[config.mk]
export PLATFORM = sky130hd
export DESIGN_NAME = awc_top
export DESIGN_NICKNAME = d
export VERILOG_FILES = /design/src/shared/awc_pkg.sv /design/src/core/awc_top.sv
export VERILOG_INCLUDE_DIRS = /design/src /design/src/shared
export SDC_FILE = /design/constraint.sdc
export NUM_CORES = 1
export LEC_CHECK = 0
export BUFFER_PORTS_ARGS = -buffer_cell sky130_fd_sc_hd__buf_2
export CAP_MARGIN = 20
export CORE_MARGIN = 4
export CORE_UTILIZATION = 49
export DETAILED_ROUTE_END_ITERATION = 8
export PLACE_DENSITY = 0.69
export RECOVER_POWER = 25
export SETUP_SLACK_MARGIN = 0.2
export SLEW_MARGIN = 20
export SYNTH_ARGS = -nofsm -noshare
export SYNTH_HDL_FRONTEND = slang
export SYNTH_SLANG_ARGS = --single-unit
[constraint.sdc]
create_clock -name i_clk -period 3.6 [get_ports i_clk]
set_clock_uncertainty 0.15 [all_clocks]
set_input_delay 0.36 -clock i_clk [delete_from_list [all_inputs] [get_ports i_clk]]
set_output_delay 0.36 -clock i_clk [all_outputs]
set_load 0.1 [all_outputs]
[src/shared/awc_consts.svh]
// constants for the window compare converter control block
// Operation
// - each monitored channel holds a writable eight-bit lower window bound
// - each monitored channel holds a writable eight-bit upper window bound
// - high flag sets when result is at or above upper bound
// - low flag sets when result is strictly below lower bound
// - clearing a request flag in interrupt control zeroes all compare flags
// - bit three of compare result register always reads one
// - three-bit divide code selects converter clock division factor
// - any control register write aborts conversion and restarts autoscan
// - autoscan starts at selected channel and ends after channel seven
// - pin trigger enable starts a sequence on external pin edge
// - timer trigger enable starts a sequence; both sources are ORed
// - accepted trigger sets go; single mode clears go at sequence end
// - bias off idles all converter logic; bias on enables it
// - repeat select zero runs one sequence, one repeats continuously
// - writing go one starts, zero stops; single mode clears go
// - done flag sets per group; software clears; software set requests
// - alarm flag sets on window exit; software clears; software set requests
// - each request passes only when its mask bit is one
// - alarm is served before done; done stays pending
// - vector word select is zero for alarm, one for done
// - finished channel overwrites its data register with the new result
`ifndef AWC_CONSTS_SVH
`define AWC_CONSTS_SVH
`define AWC_ADDR_W 10
`define AWC_PAGE_HI 4'hf
`define AWC_IDX_THR_BIT 3
`define AWC_IDX_LT6 8'hf8
`define AWC_IDX_LT7 8'hf9
`define AWC_IDX_UT6 8'hfa
`define AWC_IDX_UT7 8'hfb
`define AWC_IDX_CRR 8'hfc
`define AWC_IDX_CTRL 8'hfd
`define AWC_IDX_ICR 8'hfe
`define AWC_IDX_IVR 8'hff
`define AWC_CRR_DIV_RST 3'h7
`define AWC_ICR_RST 8'h0f
`define AWC_CTRL_RST 8'h00
`define AWC_VWS_RST 1'b1
`define AWC_IVR_VEC_LSB 2
`define AWC_FDF_0 5'h10
`define AWC_FDF_1 5'h0e
`define AWC_FDF_2 5'h0c
`define AWC_FDF_3 5'h0a
`define AWC_FDF_4 5'h08
`define AWC_FDF_5 5'h06
`define AWC_FDF_6 5'h04
`define AWC_FDF_7 5'h01
`define AWC_CONV_LAST 8'h89
`define AWC_LAST_CH 3'h7
`define AWC_MON_CH0 3'h6
`define AWC_RESP_OKAY 2'h0
`define AWC_RESP_SLVERR 2'h2
`endif

[src/shared/awc_pkg.sv]
// types for the window compare converter control block
package awc_pkg;
  typedef struct packed {
    logic [2:0] first_channel_select;
    logic pin_trigger_enable;
    logic timer_trigger_enable;
    logic bias_on;
    logic repeat_select;
    logic go_flag;
  } awc_ctrl_type;
  typedef struct packed {
    logic conversion_done_flag;
    logic window_alarm_flag;
    logic done_irq_mask;
    logic alarm_irq_mask;
    logic spare;
    logic [2:0] priority_level;
  } awc_icr_type;
  typedef enum logic [1:0] {
    AWC_IDLE = 2'b01,
    AWC_CONV = 2'b10
  } awc_seq_type;
endpackage

[src/core/awc_top.sv]
// converter control: autoscan sequencer, window compare, flags, axi4-lite registers
`include "awc_consts.svh"
module awc_top (
  input wire logic i_clk,
  input wire logic i_nrst,
  input wire logic i_awvalid,
  output logic o_awready,
  input wire logic [9:0] i_awaddr,
  input wire logic i_wvalid,
  output logic o_wready,
  input wire logic [31:0] i_wdata,
  input wire logic [3:0] i_wstrb,
  output logic o_bvalid,
  input wire logic i_bready,
  output logic [1:0] o_bresp,
  input wire logic i_arvalid,
  output logic o_arready,
  input wire logic [9:0] i_araddr,
  output logic o_rvalid,
  input wire logic i_rready,
  output logic [31:0] o_rdata,
  output logic [1:0] o_rresp,
  input wire logic i_external_trigger_pin,
  input wire logic i_timer_event,
  input wire logic [7:0] i_result,
  output logic o_bias_on,
  output logic [2:0] o_convert_channel,
  output logic o_converting,
  output logic o_irq,
  output logic o_vector_word_select
);
  function automatic logic awc_mapped(input logic [7:0] idx);
    awc_mapped = (idx[7:4] == `AWC_PAGE_HI);
  endfunction

  function automatic logic [4:0] awc_fdf(input logic [2:0] code);
    case (code)
      3'h0: awc_fdf = `AWC_FDF_0;
      3'h1: awc_fdf = `AWC_FDF_1;
      3'h2: awc_fdf = `AWC_FDF_2;
      3'h3: awc_fdf = `AWC_FDF_3;
      3'h4: awc_fdf = `AWC_FDF_4;
      3'h5: awc_fdf = `AWC_FDF_5;
      3'h6: awc_fdf = `AWC_FDF_6;
      default: awc_fdf = `AWC_FDF_7;
    endcase
  endfunction

  awc_pkg::awc_ctrl_type ctrl;
  awc_pkg::awc_icr_type icr;
  awc_pkg::awc_seq_type seq;
  logic [7:0] data_reg [0:7];
  logic [7:0] thr_low [0:1];
  logic [7:0] thr_high [0:1];
  logic [3:0] cmp_flags, next_cmp_flags;
  logic [2:0] div_code, chan;
  logic [5:0] vector_base;
  logic [9:0] aw_addr;
  logic [7:0] w_byte, wr_idx, rd_idx, rd_byte, conv_cnt;
  logic [4:0] div_cnt, fdf;
  logic [1:0] hit_hi, hit_lo;
  logic aw_got, w_got, w_lane, wr_fire, wr_en;
  logic clr_wr, crr_wr, icr_wr, icr_clear;
  logic pin_meta, pin_sync, pin_prev, pin_fall;
  logic trig, running, tick, conv_end, group_end;

  // axi4-lite write path: address and data taken in either order
  assign wr_fire = aw_got && w_got && !o_bvalid;
  assign wr_idx = aw_addr[9:2];
  assign wr_en = wr_fire && w_lane && awc_mapped(wr_idx);
  assign clr_wr = wr_en && (wr_idx == `AWC_IDX_CTRL);
  assign crr_wr = wr_en && (wr_idx == `AWC_IDX_CRR);
  assign icr_wr = wr_en && (wr_idx == `AWC_IDX_ICR);

  always_ff @(posedge i_clk or negedge i_nrst) begin
    if (!i_nrst) begin
      aw_got <= 1'b0;
      o_awready <= 1'b0;
      aw_addr <= 10'h000;
    end else if (i_awvalid && o_awready) begin
      aw_got <= 1'b1;
      o_awready <= 1'b0;
      aw_addr <= i_awaddr;
    end else if (wr_fire) begin
      aw_got <= 1'b0;
    end else if (!aw_got) begin
      o_awready <= 1'b1;
    end
  end

  always_ff @(posedge i_clk or negedge i_nrst) begin
    if (!i_nrst) begin
      w_got <= 1'b0;
      o_wready <= 1'b0;
      w_byte <= 8'h00;
      w_lane <= 1'b0;
    end else if (i_wvalid && o_wready) begin
      w_got <= 1'b1;
      o_wready <= 1'b0;
      w_byte <= i_wdata[7:0];
      w_lane <= i_wstrb[0];
    end else if (wr_fire) begin
      w_got <= 1'b0;
    end else if (!w_got) begin
      o_wready <= 1'b1;
    end
  end

  always_ff @(posedge i_clk or negedge i_nrst) begin
    if (!i_nrst) begin
      o_bvalid <= 1'b0;
      o_bresp <= `AWC_RESP_OKAY;
    end else if (wr_fire) begin
      o_bvalid <= 1'b1;
      o_bresp <= awc_mapped(wr_idx) ? `AWC_RESP_OKAY : `AWC_RESP_SLVERR;
    end else if (o_bvalid && i_bready) begin
      o_bvalid <= 1'b0;
    end
  end

  // read path; reads have no side effects
  assign rd_idx = i_araddr[9:2];
  always_comb begin
    rd_byte = 8'h00;
    if (awc_mapped(rd_idx) && !rd_idx[`AWC_IDX_THR_BIT]) begin
      rd_byte = data_reg[rd_idx[2:0]];
    end else begin
      case (rd_idx)
        `AWC_IDX_LT6: rd_byte = thr_low[0];
        `AWC_IDX_LT7: rd_byte = thr_low[1];
        `AWC_IDX_UT6: rd_byte = thr_high[0];
        `AWC_IDX_UT7: rd_byte = thr_high[1];
        `AWC_IDX_CRR: rd_byte = {cmp_flags, 1'b1, div_code};
        `AWC_IDX_CTRL: rd_byte = ctrl;
        `AWC_IDX_ICR: rd_byte = icr;
        `AWC_IDX_IVR: rd_byte = {vector_base, o_vector_word_select, 1'b0};
        default: rd_byte = 8'h00;
      endcase
    end
  end

  always_ff @(posedge i_clk or negedge i_nrst) begin
    if (!i_nrst) begin
      o_arready <= 1'b0;
      o_rvalid <= 1'b0;
      o_rdata <= 32'h0000_0000;
      o_rresp <= `AWC_RESP_OKAY;
    end else if (i_arvalid && o_arready) begin
      o_arready <= 1'b0;
      o_rvalid <= 1'b1;
      o_rdata <= {24'h00_0000, rd_byte};
      o_rresp <= awc_mapped(rd_idx) ? `AWC_RESP_OKAY : `AWC_RESP_SLVERR;
    end else if (o_rvalid && i_rready) begin
      o_rvalid <= 1'b0;
    end else if (!o_rvalid) begin
      o_arready <= 1'b1;
    end
  end

  // threshold, crr divide code and vector registers
  always_ff @(posedge i_clk or negedge i_nrst) begin
    if (!i_nrst) begin
      thr_low[0] <= 8'h00;
      thr_low[1] <= 8'h00;
      thr_high[0] <= 8'h00;
      thr_high[1] <= 8'h00;
      div_code <= `AWC_CRR_DIV_RST;
      vector_base <= 6'h00;
    end else if (wr_en) begin
      if (wr_idx == `AWC_IDX_LT6) thr_low[0] <= w_byte;
      if (wr_idx == `AWC_IDX_LT7) thr_low[1] <= w_byte;
      if (wr_idx == `AWC_IDX_UT6) thr_high[0] <= w_byte;
      if (wr_idx == `AWC_IDX_UT7) thr_high[1] <= w_byte;
      if (crr_wr) div_code <= w_byte[2:0];
      if (wr_idx == `AWC_IDX_IVR) vector_base <= w_byte[7:`AWC_IVR_VEC_LSB];
    end
  end

  // trigger pin synchroniser; a low pulse is detected by its falling edge
  always_ff @(posedge i_clk or negedge i_nrst) begin
    if (!i_nrst) begin
      pin_meta <= 1'b1;
      pin_sync <= 1'b1;
      pin_prev <= 1'b1;
    end else begin
      pin_meta <= i_external_trigger_pin;
      pin_sync <= pin_meta;
      pin_prev <= pin_sync;
    end
  end
  assign pin_fall = pin_prev && !pin_sync;

  assign trig = (pin_fall && ctrl.pin_trigger_enable) || (i_timer_event && ctrl.timer_trigger_enable);
  assign running = ctrl.go_flag && ctrl.bias_on;

  // control register; a write replaces go, so a trigger in that cycle is lost
  always_ff @(posedge i_clk or negedge i_nrst) begin
    if (!i_nrst) begin
      ctrl <= `AWC_CTRL_RST;
    end else if (clr_wr) begin
      ctrl <= w_byte;
    end else if (trig && !ctrl.go_flag) begin
      ctrl.go_flag <= 1'b1;
    end else if (group_end && !ctrl.repeat_select) begin
      ctrl.go_flag <= 1'b0;
    end
  end

  // sequencer state; a control write drops to idle, which aborts the scan
  always_ff @(posedge i_clk or negedge i_nrst) begin
    if (!i_nrst) begin
      seq <= awc_pkg::AWC_IDLE;
    end else begin
      case (seq)
        awc_pkg::AWC_IDLE: begin
          if (running && !clr_wr) seq <= awc_pkg::AWC_CONV;
        end
        awc_pkg::AWC_CONV: begin
          if (clr_wr || !running || (group_end && !ctrl.repeat_select)) seq <= awc_pkg::AWC_IDLE;
        end
        default: seq <= awc_pkg::AWC_IDLE;
      endcase
    end
  end

  assign fdf = awc_fdf(div_code);
  assign tick = (seq == awc_pkg::AWC_CONV) && running && (div_cnt == fdf - 5'h01);
  assign conv_end = tick && (conv_cnt == `AWC_CONV_LAST);
  assign group_end = conv_end && (chan == `AWC_LAST_CH);

  always_ff @(posedge i_clk or negedge i_nrst) begin
    if (!i_nrst) begin
      div_cnt <= 5'h00;
      conv_cnt <= 8'h00;
      chan <= 3'h0;
    end else if (seq != awc_pkg::AWC_CONV || clr_wr) begin
      div_cnt <= 5'h00;
      conv_cnt <= 8'h00;
      chan <= clr_wr ? w_byte[7:5] : ctrl.first_channel_select;
    end else if (running) begin
      div_cnt <= tick ? 5'h00 : div_cnt + 5'h01;
      if (conv_end) begin
        conv_cnt <= 8'h00;
        // autoscan wraps to first channel after seven
        chan <= (chan == `AWC_LAST_CH) ? ctrl.first_channel_select : chan + 3'h1;
      end else if (tick) begin
        conv_cnt <= conv_cnt + 8'h01;
      end
    end
  end

  always_ff @(posedge i_clk or negedge i_nrst) begin
    if (!i_nrst) begin
      for (int k = 0; k < 8; k++) data_reg[k] <= 8'h00;
    end else if (conv_end) begin
      data_reg[chan] <= i_result;
    end
  end

  for (genvar gi = 0; gi < 2; gi++) begin : g_mon
    assign hit_hi[gi] = conv_end && (chan == `AWC_MON_CH0 + 3'(gi)) && (i_result >= thr_high[gi]);
    assign hit_lo[gi] = conv_end && (chan == `AWC_MON_CH0 + 3'(gi)) && (i_result < thr_low[gi]);
  end

  assign icr_clear = icr_wr && ((icr.conversion_done_flag && !w_byte[7]) || (icr.window_alarm_flag && !w_byte[6]));

  // new hits win over a software or icr-driven clear in the same cycle
  always_comb begin
    next_cmp_flags = cmp_flags;
    if (icr_clear) begin
      next_cmp_flags = 4'h0;
    end else if (crr_wr) begin
      next_cmp_flags = w_byte[7:4];
    end
    next_cmp_flags = next_cmp_flags | {hit_hi[1], hit_hi[0], hit_lo[1], hit_lo[0]};
  end

  always_ff @(posedge i_clk or negedge i_nrst) begin
    if (!i_nrst) begin
      cmp_flags <= 4'h0;
    end else begin
      cmp_flags <= next_cmp_flags;
    end
  end

  always_ff @(posedge i_clk or negedge i_nrst) begin
    if (!i_nrst) begin
      icr <= `AWC_ICR_RST;
    end else begin
      if (icr_wr) icr <= w_byte;
      if (group_end) icr.conversion_done_flag <= 1'b1;
      if (|{hit_hi, hit_lo}) icr.window_alarm_flag <= 1'b1;
    end
  end

  // request and vector select; alarm checked first so done waits
  always_ff @(posedge i_clk or negedge i_nrst) begin
    if (!i_nrst) begin
      o_irq <= 1'b0;
      o_vector_word_select <= `AWC_VWS_RST;
    end else begin
      o_irq <= (icr.conversion_done_flag && icr.done_irq_mask) || (icr.window_alarm_flag && icr.alarm_irq_mask);
      if (icr.window_alarm_flag && icr.alarm_irq_mask) begin
        o_vector_word_select <= 1'b0;
      end else if (icr.conversion_done_flag && icr.done_irq_mask) begin
        o_vector_word_select <= 1'b1;
      end
    end
  end

  always_ff @(posedge i_clk or negedge i_nrst) begin
    if (!i_nrst) begin
      o_bias_on <= 1'b0;
      o_convert_channel <= 3'h0;
      o_converting <= 1'b0;
    end else begin
      o_bias_on <= ctrl.bias_on;
      o_convert_channel <= chan;
      o_converting <= (seq == awc_pkg::AWC_CONV) && running;
    end
  end

  // helper: cycles between divider ticks
  logic [4:0] gap;
  logic gap_ok;
  always_ff @(posedge i_clk or negedge i_nrst) begin
    if (!i_nrst) begin
      gap <= 5'h00;
      gap_ok <= 1'b0;
    end else if (seq != awc_pkg::AWC_CONV || clr_wr || !running) begin
      gap <= 5'h00;
      gap_ok <= 1'b0;
    end else begin
      gap <= tick ? 5'h01 : gap + 5'h01;
      gap_ok <= gap_ok || tick;
    end
  end
endmodule

## After elaboration in Yosys (flattened, before gate mapping)

Index checks and enable logic that the tools add are counted.

- Order comparisons: 7
- Equal/unequal tests: 39
- Reductions and logical operators: 75
- Bitwise operators: 3
- Add/subtract/negate cells: 4
- Mux-type cells: 52

Operators by type and width:

| operator | count |
|---|---|
| == test 8 bit, second input constant | 17 |
| two-way mux 8 bit | 9 |
| bitwise mux 64 bit | 1 |
| one-hot mux 8 bit (8 select lines) | 1 |
| logical AND 1 bit | 35 |
| one-hot mux 5 bit (7 select lines) | 1 |
| binary-select mux 8 bit (select 3 bit) | 1 |
| demux 8 bit (select 3 bit) | 1 |
| AND reduction 2 bit | 12 |
| two-way mux 1 bit | 23 |
| nonzero test 2 bit | 9 |
| greater-or-equal comparator 8 bit | 2 |
| less-than comparator 8 bit | 2 |
| == test 3 bit, second input constant | 5 |
| two-way mux 3 bit | 5 |
| two-way mux 5 bit | 3 |
| != test 2 x 1 -> 1 bit, second input constant | 5 |
| logical NOT 1 bit | 9 |
| adder 8 x 1 -> 8 bit, second input constant | 1 |
| == test 4 bit, second input constant | 2 |
| greater-or-equal comparator 4 bit, second input constant | 2 |
| two-way mux 2 bit | 4 |
| two-way mux 4 bit | 2 |
| != test 2 bit, second input constant | 4 |
| other kinds (16) | 24 |

- Word-level logic and storage cells: 232
- Input port bits: 73
- Output and inout port bits: 48
- Flip-flop bits (word level): 191

## Longest topological paths before layout

Gate-level depths: netlist of run 1.

- Depth after elaboration: 11
- Gate-level depth with buffers: 9
- Depth with buffers taken out: 8

## Worst setup path before layout of run 1

OpenSTA, ideal clock, no wires.

- Kind: register to register
- From: reg o_bvalid
- To: reg conv_cnt[6]
- Period minus slack after synthesis: 2.900 ns
- Data required time: 3.324 ns
- Arrival time: 2.625 ns
- Path slack: 0.700 ns
- Path buffers: 1
- Stages on the path, launching flop included: 8
- Setup time: 0.126 ns
- Cell sequence: dfrtp_1 -> nand3b_1 -> nor4_1 -> or2_2 -> clkbuf_1 -> o2111ai_1 -> xor2_1 -> nor2_1

- Word-level cells in the longest chain between the ends: 8
- Elaborated cells between the ends (all ways): 10
- Those cells by class: mux: 1; reduce/logical: 9

Ends and longest elaborated chain:

| element | RTL line | text |
|---|---|---|
| start: declaration | awc_top.sv:13 | `output logic o_bvalid,` |
| start signal: assignment | awc_top.sv:111 | `o_bvalid <= 1'b0;` |
| start signal: assignment | awc_top.sv:114 | `o_bvalid <= 1'b1;` |
| start signal: assignment | awc_top.sv:117 | `o_bvalid <= 1'b0;` |
| logical NOT 1 bit * | awc_top.sv:68 | `assign wr_fire = aw_got && w_got && !o_bvalid;` |
| logical AND 1 bit * | awc_top.sv:68 |  |
| logical AND 1 bit * (2 in a row) | awc_top.sv:70 | `assign wr_en = wr_fire && w_lane && awc_mapped(wr_idx);` |
| logical AND 1 bit * | awc_top.sv:71 | `` assign clr_wr = wr_en && (wr_idx == `AWC_IDX_CTRL); `` |
| logical OR 1 bit * | - |  |
| nonzero test 3 bit (no line) or nonzero test 2 bit (tied branches) | - |  |
| AND reduction 2 bit (no line) | - |  |
| end signal: assignment | awc_top.sv:247 | `conv_cnt <= conv_cnt + 8'h01;` |
| end: declaration | awc_top.sv:59 | `logic [7:0] w_byte, wr_idx, rd_idx, rd_byte, conv_cnt;` |

Every way passes the cells marked *; elsewhere a longest branch is shown, timed or not.
A chain may end at the register's enable or synchronous reset.

## Final worst setup path of run 1

- From: reg div_code[2]
- To: reg data_reg[40] in the netlist's numbering

- Word-level cells in the longest chain between the ends: 6
- Elaborated cells between the ends (all ways): 12
- Those cells by class: add/sub: 1; eq/ne: 7; mux: 1; reduce/logical: 3

Ends and longest elaborated chain:

| element | RTL line | text |
|---|---|---|
| start: declaration | awc_top.sv:56 | `logic [2:0] div_code, chan;` |
| start signal: assignment | awc_top.sv:167 | `` div_code <= `AWC_CRR_DIV_RST; `` |
| start signal: assignment | awc_top.sv:174 | `if (crr_wr) div_code <= w_byte[2:0];` |
| == test 3 bit, or another cell as far along | awc_top.sv:37 | `case (code)` |
| one-hot mux 5 bit (7 select lines) * | awc_top.sv:37 |  |
| subtractor 5 x 1 -> 5 bit * | awc_top.sv:227 | `assign tick = (seq == awc_pkg::AWC_CONV) && running && (div_cnt == fdf - 5'h01);` |
| == test 5 bit * | awc_top.sv:227 |  |
| logical AND 1 bit * | awc_top.sv:227 |  |
| logical AND 1 bit * | awc_top.sv:228 | `` assign conv_end = tick && (conv_cnt == `AWC_CONV_LAST); `` |
| end signal: indexed assignment | awc_top.sv:256 | `data_reg[chan] <= i_result;` |
| end: declaration | awc_top.sv:52 | `logic [7:0] data_reg [0:7];` |

Marked as above.

==> impl_metrics.ini, run 1 <==
[synthesis]
synth_most_common_cell = dfrtp_1
post-synth-top-area-cell = dfrtp_1
synth-warning-count = 0
synth_top_cells_by_area = dfrtp_1 46%, mux2_2 13%, mux4_2 5.0%
yosys.cell_types.count = 61
ys_seq_area_share_pct = 49.7
synthTopCellsByCount = 175 x dfrtp_1, 107 x mux2_2, 71 x o21ai_0, 70 x nand2_1, 46 x inv_1
synthesis.area_per_instance_um2 = 11.6
ys.flop_type = dfrtp_1
syn_inst = 813
synth-seq-cells = 187
async_reset_ff_share_pct = 100
synth_top_area_share_pct = 46.4
syn_area_um2 = 9440
edff_count_synth = 0

[setup_path]
regToRegStartpoint = div_code[2]$_DFFE_PN1P_
endpoint_kind = flop
cp_slowest_stage_delay_ps = 610
cp_data_arrival_time_ps = 3140
worst-setup-path-type = reg2reg
setup.worst_path.start = div_code[2]$_DFFE_PN1P_
cp.required_ps = 3760
worst_path_max_delay_cell = dfstp_2
r2r.worst_path.cells = 6
timing.rr.end = data_reg[40]$_DFFE_PN0P_
cp_max_fo = 8
crit_path_start_kind = flop
path_cells = xnor2_1 -> or4_1 -> a211o_1 -> or2_1 -> nor3_4 -> mux2_2
cp-endpoint = data_reg[40]$_DFFE_PN0P_
rrSetupSlack_ps = 620

[final_layout]
area_added_between_synthesis_and_finish_pct = 14.1
fin_cells = 1161
fillCellCount = 1596
largest_register_ff_count = 64
layout.nets = 997
finalInstanceArea_um2 = 10800
drive_gt1_share_pct = 29.1
antenna-diode-count = 0

[route]
drc = 0
firstDrtPassIters = 5
ant_nets = 0
route.detailed.vias_per_inst = 5.53
drt_first_iter_violations = 404
vias = 6417
avgRoutedWirePerCell_um = 18.0
detail_route.wirelength_um = 20900

[pwr]
power_frac_comb_pct = 19.4
sw_share_pct = 33.2
peakVddDrop_uv = 382
clock_power_share_pct = 35.3
net-switching-power_uw = 1910
pwr-share-seq_pct = 45.2
internal_power_uw = 3850
power-per-cell-area_nw_per_um2 = 535
p_leak_uw = 0.00487

[hold_path]
hp-class = in2reg
worst_hold_startpoint = i_wdata[6]

[timing]
finalSetupViolCount = 0
hold_violations_final = 0
fin_crit_sh_pct = 82.8
worst_slew_pin_slew_ps = 2360
finalHoldWorstSlack_ps = 10.6
slew-limit-headroom_pct = -57.6
setup_total_negative_slack_ps = 0
min_period_ps = 2980
maxClockFrequency_mhz = 335
rsz0062_at_grt = no
finalMaxSlewViolations = 90
final_critical_path_setup_slack_ps = 619

[placement]
placement.io_buffers = 63
dp.cells = 1118
half_perimeter_wire_length_of_the_detailed_placement_result_um = 14600
routabilityCongestion = 0.853
placement_setup_slack_ps = 636
dpl_cell_area_um2 = 10000

[clocking]
clk_pin_slew_worst_paths_ps = 70
clkLatencyLatePin_ps = 430
h-tree-depth = 4
clock_sink_count = 187
ctsLongestPathBuffers = 2
root_buffer = clkbuf_16
ctsResizeCount = 0
tritoncts = built
cts_inserted_buffers = 17

[grt]
grt_usage_pct = 20.3
antenna_found_initial = 0
pin_count_of_the_biggest_net_entering_global_routing = 91
globalRoute.totalOverflow = 0
vias_in_the_first_global_route = 6537
grt_first_pass_wirelength_um = 34900

[job]
max_cap_violations = 1

[outcome]
run_status = finished with violations
failing_checks = max-capacitance violations, max-slew violations

[die]
initial_core_util_pct = 50.1
die_x_um = 147
pin_count = 121
fp.dieH_um = 147
core_box_area_um2 = 18800
floorplan.rows = 50
design.die.area_um2 = 21600
## per-stage QoR
step,utilization [%],power [µW]
finish,57.2,5760
global route,57.2,6010
CTS,57.3,5800
detailed placement,53.3,3760
global placement,53.3,3730
floorplan,-,3440
## how the worst min path moves through the flow
stage                                         to  depth (start not counted)  slack (ps)
final                      w_byte[6]$_DFFE_PN0P_                          2          10
after global routing       w_byte[1]$_DFFE_PN0P_                          2           6
after CTS                  w_byte[1]$_DFFE_PN0P_                          2         0.5
after detailed placement      pin_sync$_DFF_PN1_                          0         200
after global placement        pin_sync$_DFF_PN1_                          0         200
after floorplan           aw_addr[2]$_DFFE_PN0P_                          0         -90
## per-layer routing
layer	global-route usage [%]	vias to the layer above	wire (µm)
li1	-	3003	-
met1	28.4	3223	9470
met2	33.2	165	10300
met3	3.42	26	842
met4	5.08	0	297
met5	0	-	0
## area by class of cell
| cell class | count | area, µm² | share of cell area, % |
|---|---|---|---|
| timing repair buffer | 94 | 608 | 5.65 |
| inverter | 46 | 173 | 1.60 |
| multi-input combinational | 542 | 4330 | 40.2 |
| tap | 260 | 325 | 3.02 |
| clock buffer | 18 | 429 | 3.99 |
| clock inverter | 14 | 210 | 1.95 |
| sequential | 187 | 4690 | 43.6 |
## cells by family after synthesis
| group | count (synthesis) | synth area share [%] |
|---|---|---|
| AO/OA/AOI/OAI | 145 | 9.20 |
| XOR/XNOR | 8 | 0.742 |
| adder cells (fa/ha/maj) | 36 | 4.77 |
| buffers and inverters | 109 | 5.54 |
| flip-flops | 187 | 49.7 |
| multiplexers | 153 | 20.4 |
| other | 1 | 0.0397 |
| AND/OR/NAND/NOR | 174 | 9.54 |
## timing repair
item,4_1_cts,5_1_grt
hold buffers,11,0
endpoints found under the setup margin,0,0
hold endpoints to repair,91,0
buffers inserted,0,0
## cells in the final DEF (no fill, tap or decap), types with 4 or more instances in the layout
cell type      instances
inv_1                 46
o21a_1                 5
buf_4                 16
a211oi_1               5
nor2_1                35
nor2b_1                5
conb_1                26
o22ai_1                4
nand4_1                4
a22oi_1                5
dfrtp_1              175
nand3b_1               4
mux2_2               107
dlygate4sd3_1         11
a21oi_1               21
mux2i_1               24
bufinv_16              4
nor3_1                 4
ha_1                  36
xor2_1                 6
buf_2                 61
dfstp_2               10
a31oi_1                7
nand2_1               70
o2111ai_1              6
mux4_2                21
clkbuf_16             17
o21ai_0               71
nand2b_1               8
nand3_1                8
and3_1                 4
o211ai_1               4
o22a_1                 4
clkinvlp_4             4
## power groups by stage
stage	registers, µW	logic (µW)	clock network [µW]
CTS	2600	1130	2070
global placement	2630	1100	0
floorplan	2790	653	0
finish	2610	1120	2030
global route	2640	1220	2160
detailed placement	2640	1120	0
## worst max-delay path: cells and delay by family, from the launching register on
family	cells	cell delay (ps)
flip-flops	1	610
AO/OA/AOI/OAI	1	320
multiplexers	1	400
AND/OR/NAND/NOR	3	1300
XOR/XNOR	1	80
Note: power is estimated with default switching activity, not from simulation.
==> run 2: changes to the inputs <==
==> constraint.sdc (replaced) <==
create_clock -name i_clk -period 2.8 [get_ports i_clk]
set_clock_uncertainty 0.15 [all_clocks]
set_input_delay 0.28 -clock i_clk [delete_from_list [all_inputs] [get_ports i_clk]]
set_output_delay 0.28 -clock i_clk [all_outputs]
set_load 0.1 [all_outputs]
==> run 2 against run 1 <==
Against the previous run:
- the run still ends with max-capacitance violations, max-slew violations left
- critical endpoint is now data_reg[17]$_DFFE_PN0P_
- register-to-register slack got worse by 450 ps
- sequential power rose by 28%
- highest routed layer unchanged
- via count grew 2.3%
- worst hold slack improved by 49 ps
- global-route usage up 0.46 points
- largest cell class unchanged
- power rose by 26%
- fmax grew 13%
- routed wire length rose by 4.0%
==> impl_metrics.ini, run 2 (synthesized netlist as in run 1, its figures left out) <==
[clocking]
tritoncts = built
clock_sink_count = 187
clkLatencyLatePin_ps = 440
clk_pin_slew_worst_paths_ps = 80
ctsLongestPathBuffers = 2
h-tree-depth = 4
root_buffer = clkbuf_16
cts_inserted_buffers = 17

[setup_path]
timing.rr.end = data_reg[17]$_DFFE_PN0P_
cp-endpoint = data_reg[17]$_DFFE_PN0P_
cp_data_arrival_time_ps = 2800
worst-setup-path-type = reg2reg
endpoint_kind = flop
regToRegStartpoint = seq[0]$_DFFE_PN1P_
cp.required_ps = 2970
cp_max_fo = 9
setup.worst_path.start = seq[0]$_DFFE_PN1P_
rrSetupSlack_ps = 170
crit_path_start_kind = flop
r2r.worst_path.cells = 7

[die]
floorplan.rows = 50
core_box_area_um2 = 18800
design.die.area_um2 = 21600
pin_count = 121
die_x_um = 147
initial_core_util_pct = 50.1
fp.dieH_um = 147

[final_layout]
multiInputGateArea_um2 = 4500
antenna-diode-count = 0
layout.nets = 1039
drive_gt1_share_pct = 31.9
regArea_um2 = 4700
largest_register_ff_count = 64
layout_commonest_cell = dfrtp_1
fin_cells = 1203
layout.cells.most_common_list = 174 x dfrtp_1, 71 x o21ai_0, 69 x nand2_1
area_added_between_synthesis_and_finish_pct = 20.2
fillCellCount = 1499

[placement]
half_perimeter_wire_length_of_the_detailed_placement_result_um = 14900
dp.cells = 1129
placement.io_buffers = 63
routabilityCongestion = 0.870
placement_setup_slack_ps = -20.5

[hold_path]
worst_hold_startpoint = i_araddr[5]
hp-class = in2reg
hold_path_depth = 3

[grt]
globalRoute.totalOverflow = 0
vias_in_the_first_global_route = 6747
grt_first_pass_wirelength_um = 35400
grt_usage_pct = 20.7
pin_count_of_the_biggest_net_entering_global_routing = 68
antenna_found_initial = 0

[pwr]
power_frac_comb_pct = 20.3
p_leak_uw = 0.00512
net-switching-power_uw = 2520
peakVddDrop_uv = 764
internal_power_uw = 4720
sw_share_pct = 34.8
clock_power_share_pct = 33.4
power-per-cell-area_nw_per_um2 = 638
pwr-share-seq_pct = 46.3

[timing]
finalSetupViolCount = 0
setup_total_negative_slack_ps = 0
worst_slew_pin_slew_ps = 1730
fin_crit_sh_pct = 93.9
final_critical_path_setup_slack_ps = 170
finalMaxSlewViolations = 67
finalHoldWorstSlack_ps = 59.3
hold_violations_final = 0
min_period_ps = 2630
rsz0062_at_grt = yes
slew-limit-headroom_pct = -15.5
maxClockFrequency_mhz = 380

[outcome]
failing_checks = max-capacitance violations, max-slew violations
run_status = finished with violations

[route]
detail_route.wirelength_um = 21800
firstDrtPassIters = 7
ant_nets = 0
avgRoutedWirePerCell_um = 18.1
drt_first_iter_violations = 413
vias = 6564
route.detailed.vias_per_inst = 5.46
drc = 0

[job]
max_cap_violations = 1
==> run 2: cell types whose count changed in the layout (fill, tap and decap cells not counted), moves of 5 or more <==
cell and change:
dlygate4sd3_1 +11, buf_6 +11, buf_12 +5, buf_4 +14
mux2_4 +40, mux2_2 -39
==> run 2: how the worst min path moves through the flow <==
stage                                                end  slack, ps
after floorplan                   aw_addr[2]$_DFFE_PN0P_       -170
after global routing              o_rdata[0]$_DFFE_PN0P_         70
final                             o_rdata[2]$_DFFE_PN0P_         60
after detailed placement  o_convert_channel[0]$_DFF_PN0_        170
after CTS                         o_rdata[2]$_DFFE_PN0P_         50
after global placement            o_rdata[7]$_DFFE_PN0P_        180
==> run 2: critical path, cell delays in order, from the launching register on <==
cell and delay, ps:
dfstp_2 370, nand4b_1 210, or4_4 540, a211o_1 290
buf_6 150, or3_1 360, buf_6 160, mux2_2 280
==> run 2: stage by stage <==
stage                     total power [µW]  util, %  cell area, µm²
after floorplan                       4430        -            9550
after global placement                4820     53.9           10100
after detailed placement              4860     53.9           10100
after CTS                             7310     59.6           11200
after global routing                  7570     60.3           11300
final                                 7240     60.3           11300
==> run 2: layout make-up <==
class	count	area share (%)
clock inverters	15	1.52
inverters	46	1.52
flip-flops and latches	187	41.4
well taps	260	2.87
multi-input cells	542	39.7
repair buffers	136	9.26
clock buffers	17	3.75
==> run 2: power by group through the flow <==
stage          clock network (µW)  registers (µW)  logic [µW]
6_report                     2420            3350        1470
5_1_grt                      2590            3390        1590
4_1_cts                      2480            3350        1480
3_5_place_dp                    0            3400        1450
3_3_place_gp                    0            3390        1430
2_1_floorplan                   0            3590         844
==> run 2: timing repair <==
action	4_1_cts	5_1_grt
gates resized for setup	22	35
hold buffers	22	0
setup endpoints to repair	68	70
pin swaps	4	3
setup buffers	18	2
hold endpoints to repair	84	0
==> run 2: layer usage <==
metal / wire length [µm] / track usage [%] / up-vias / part of all wire [%]
met5: 0 / 0 / - / 0
met2: 10900 / 34.5 / 147 / 50
met4: 361 / 5.64 / 0 / 1.7
met3: 931 / 3.76 / 29 / 4.3
li1: - / - / 3100 / -
met1: 9620 / 28.2 / 3288 / 44
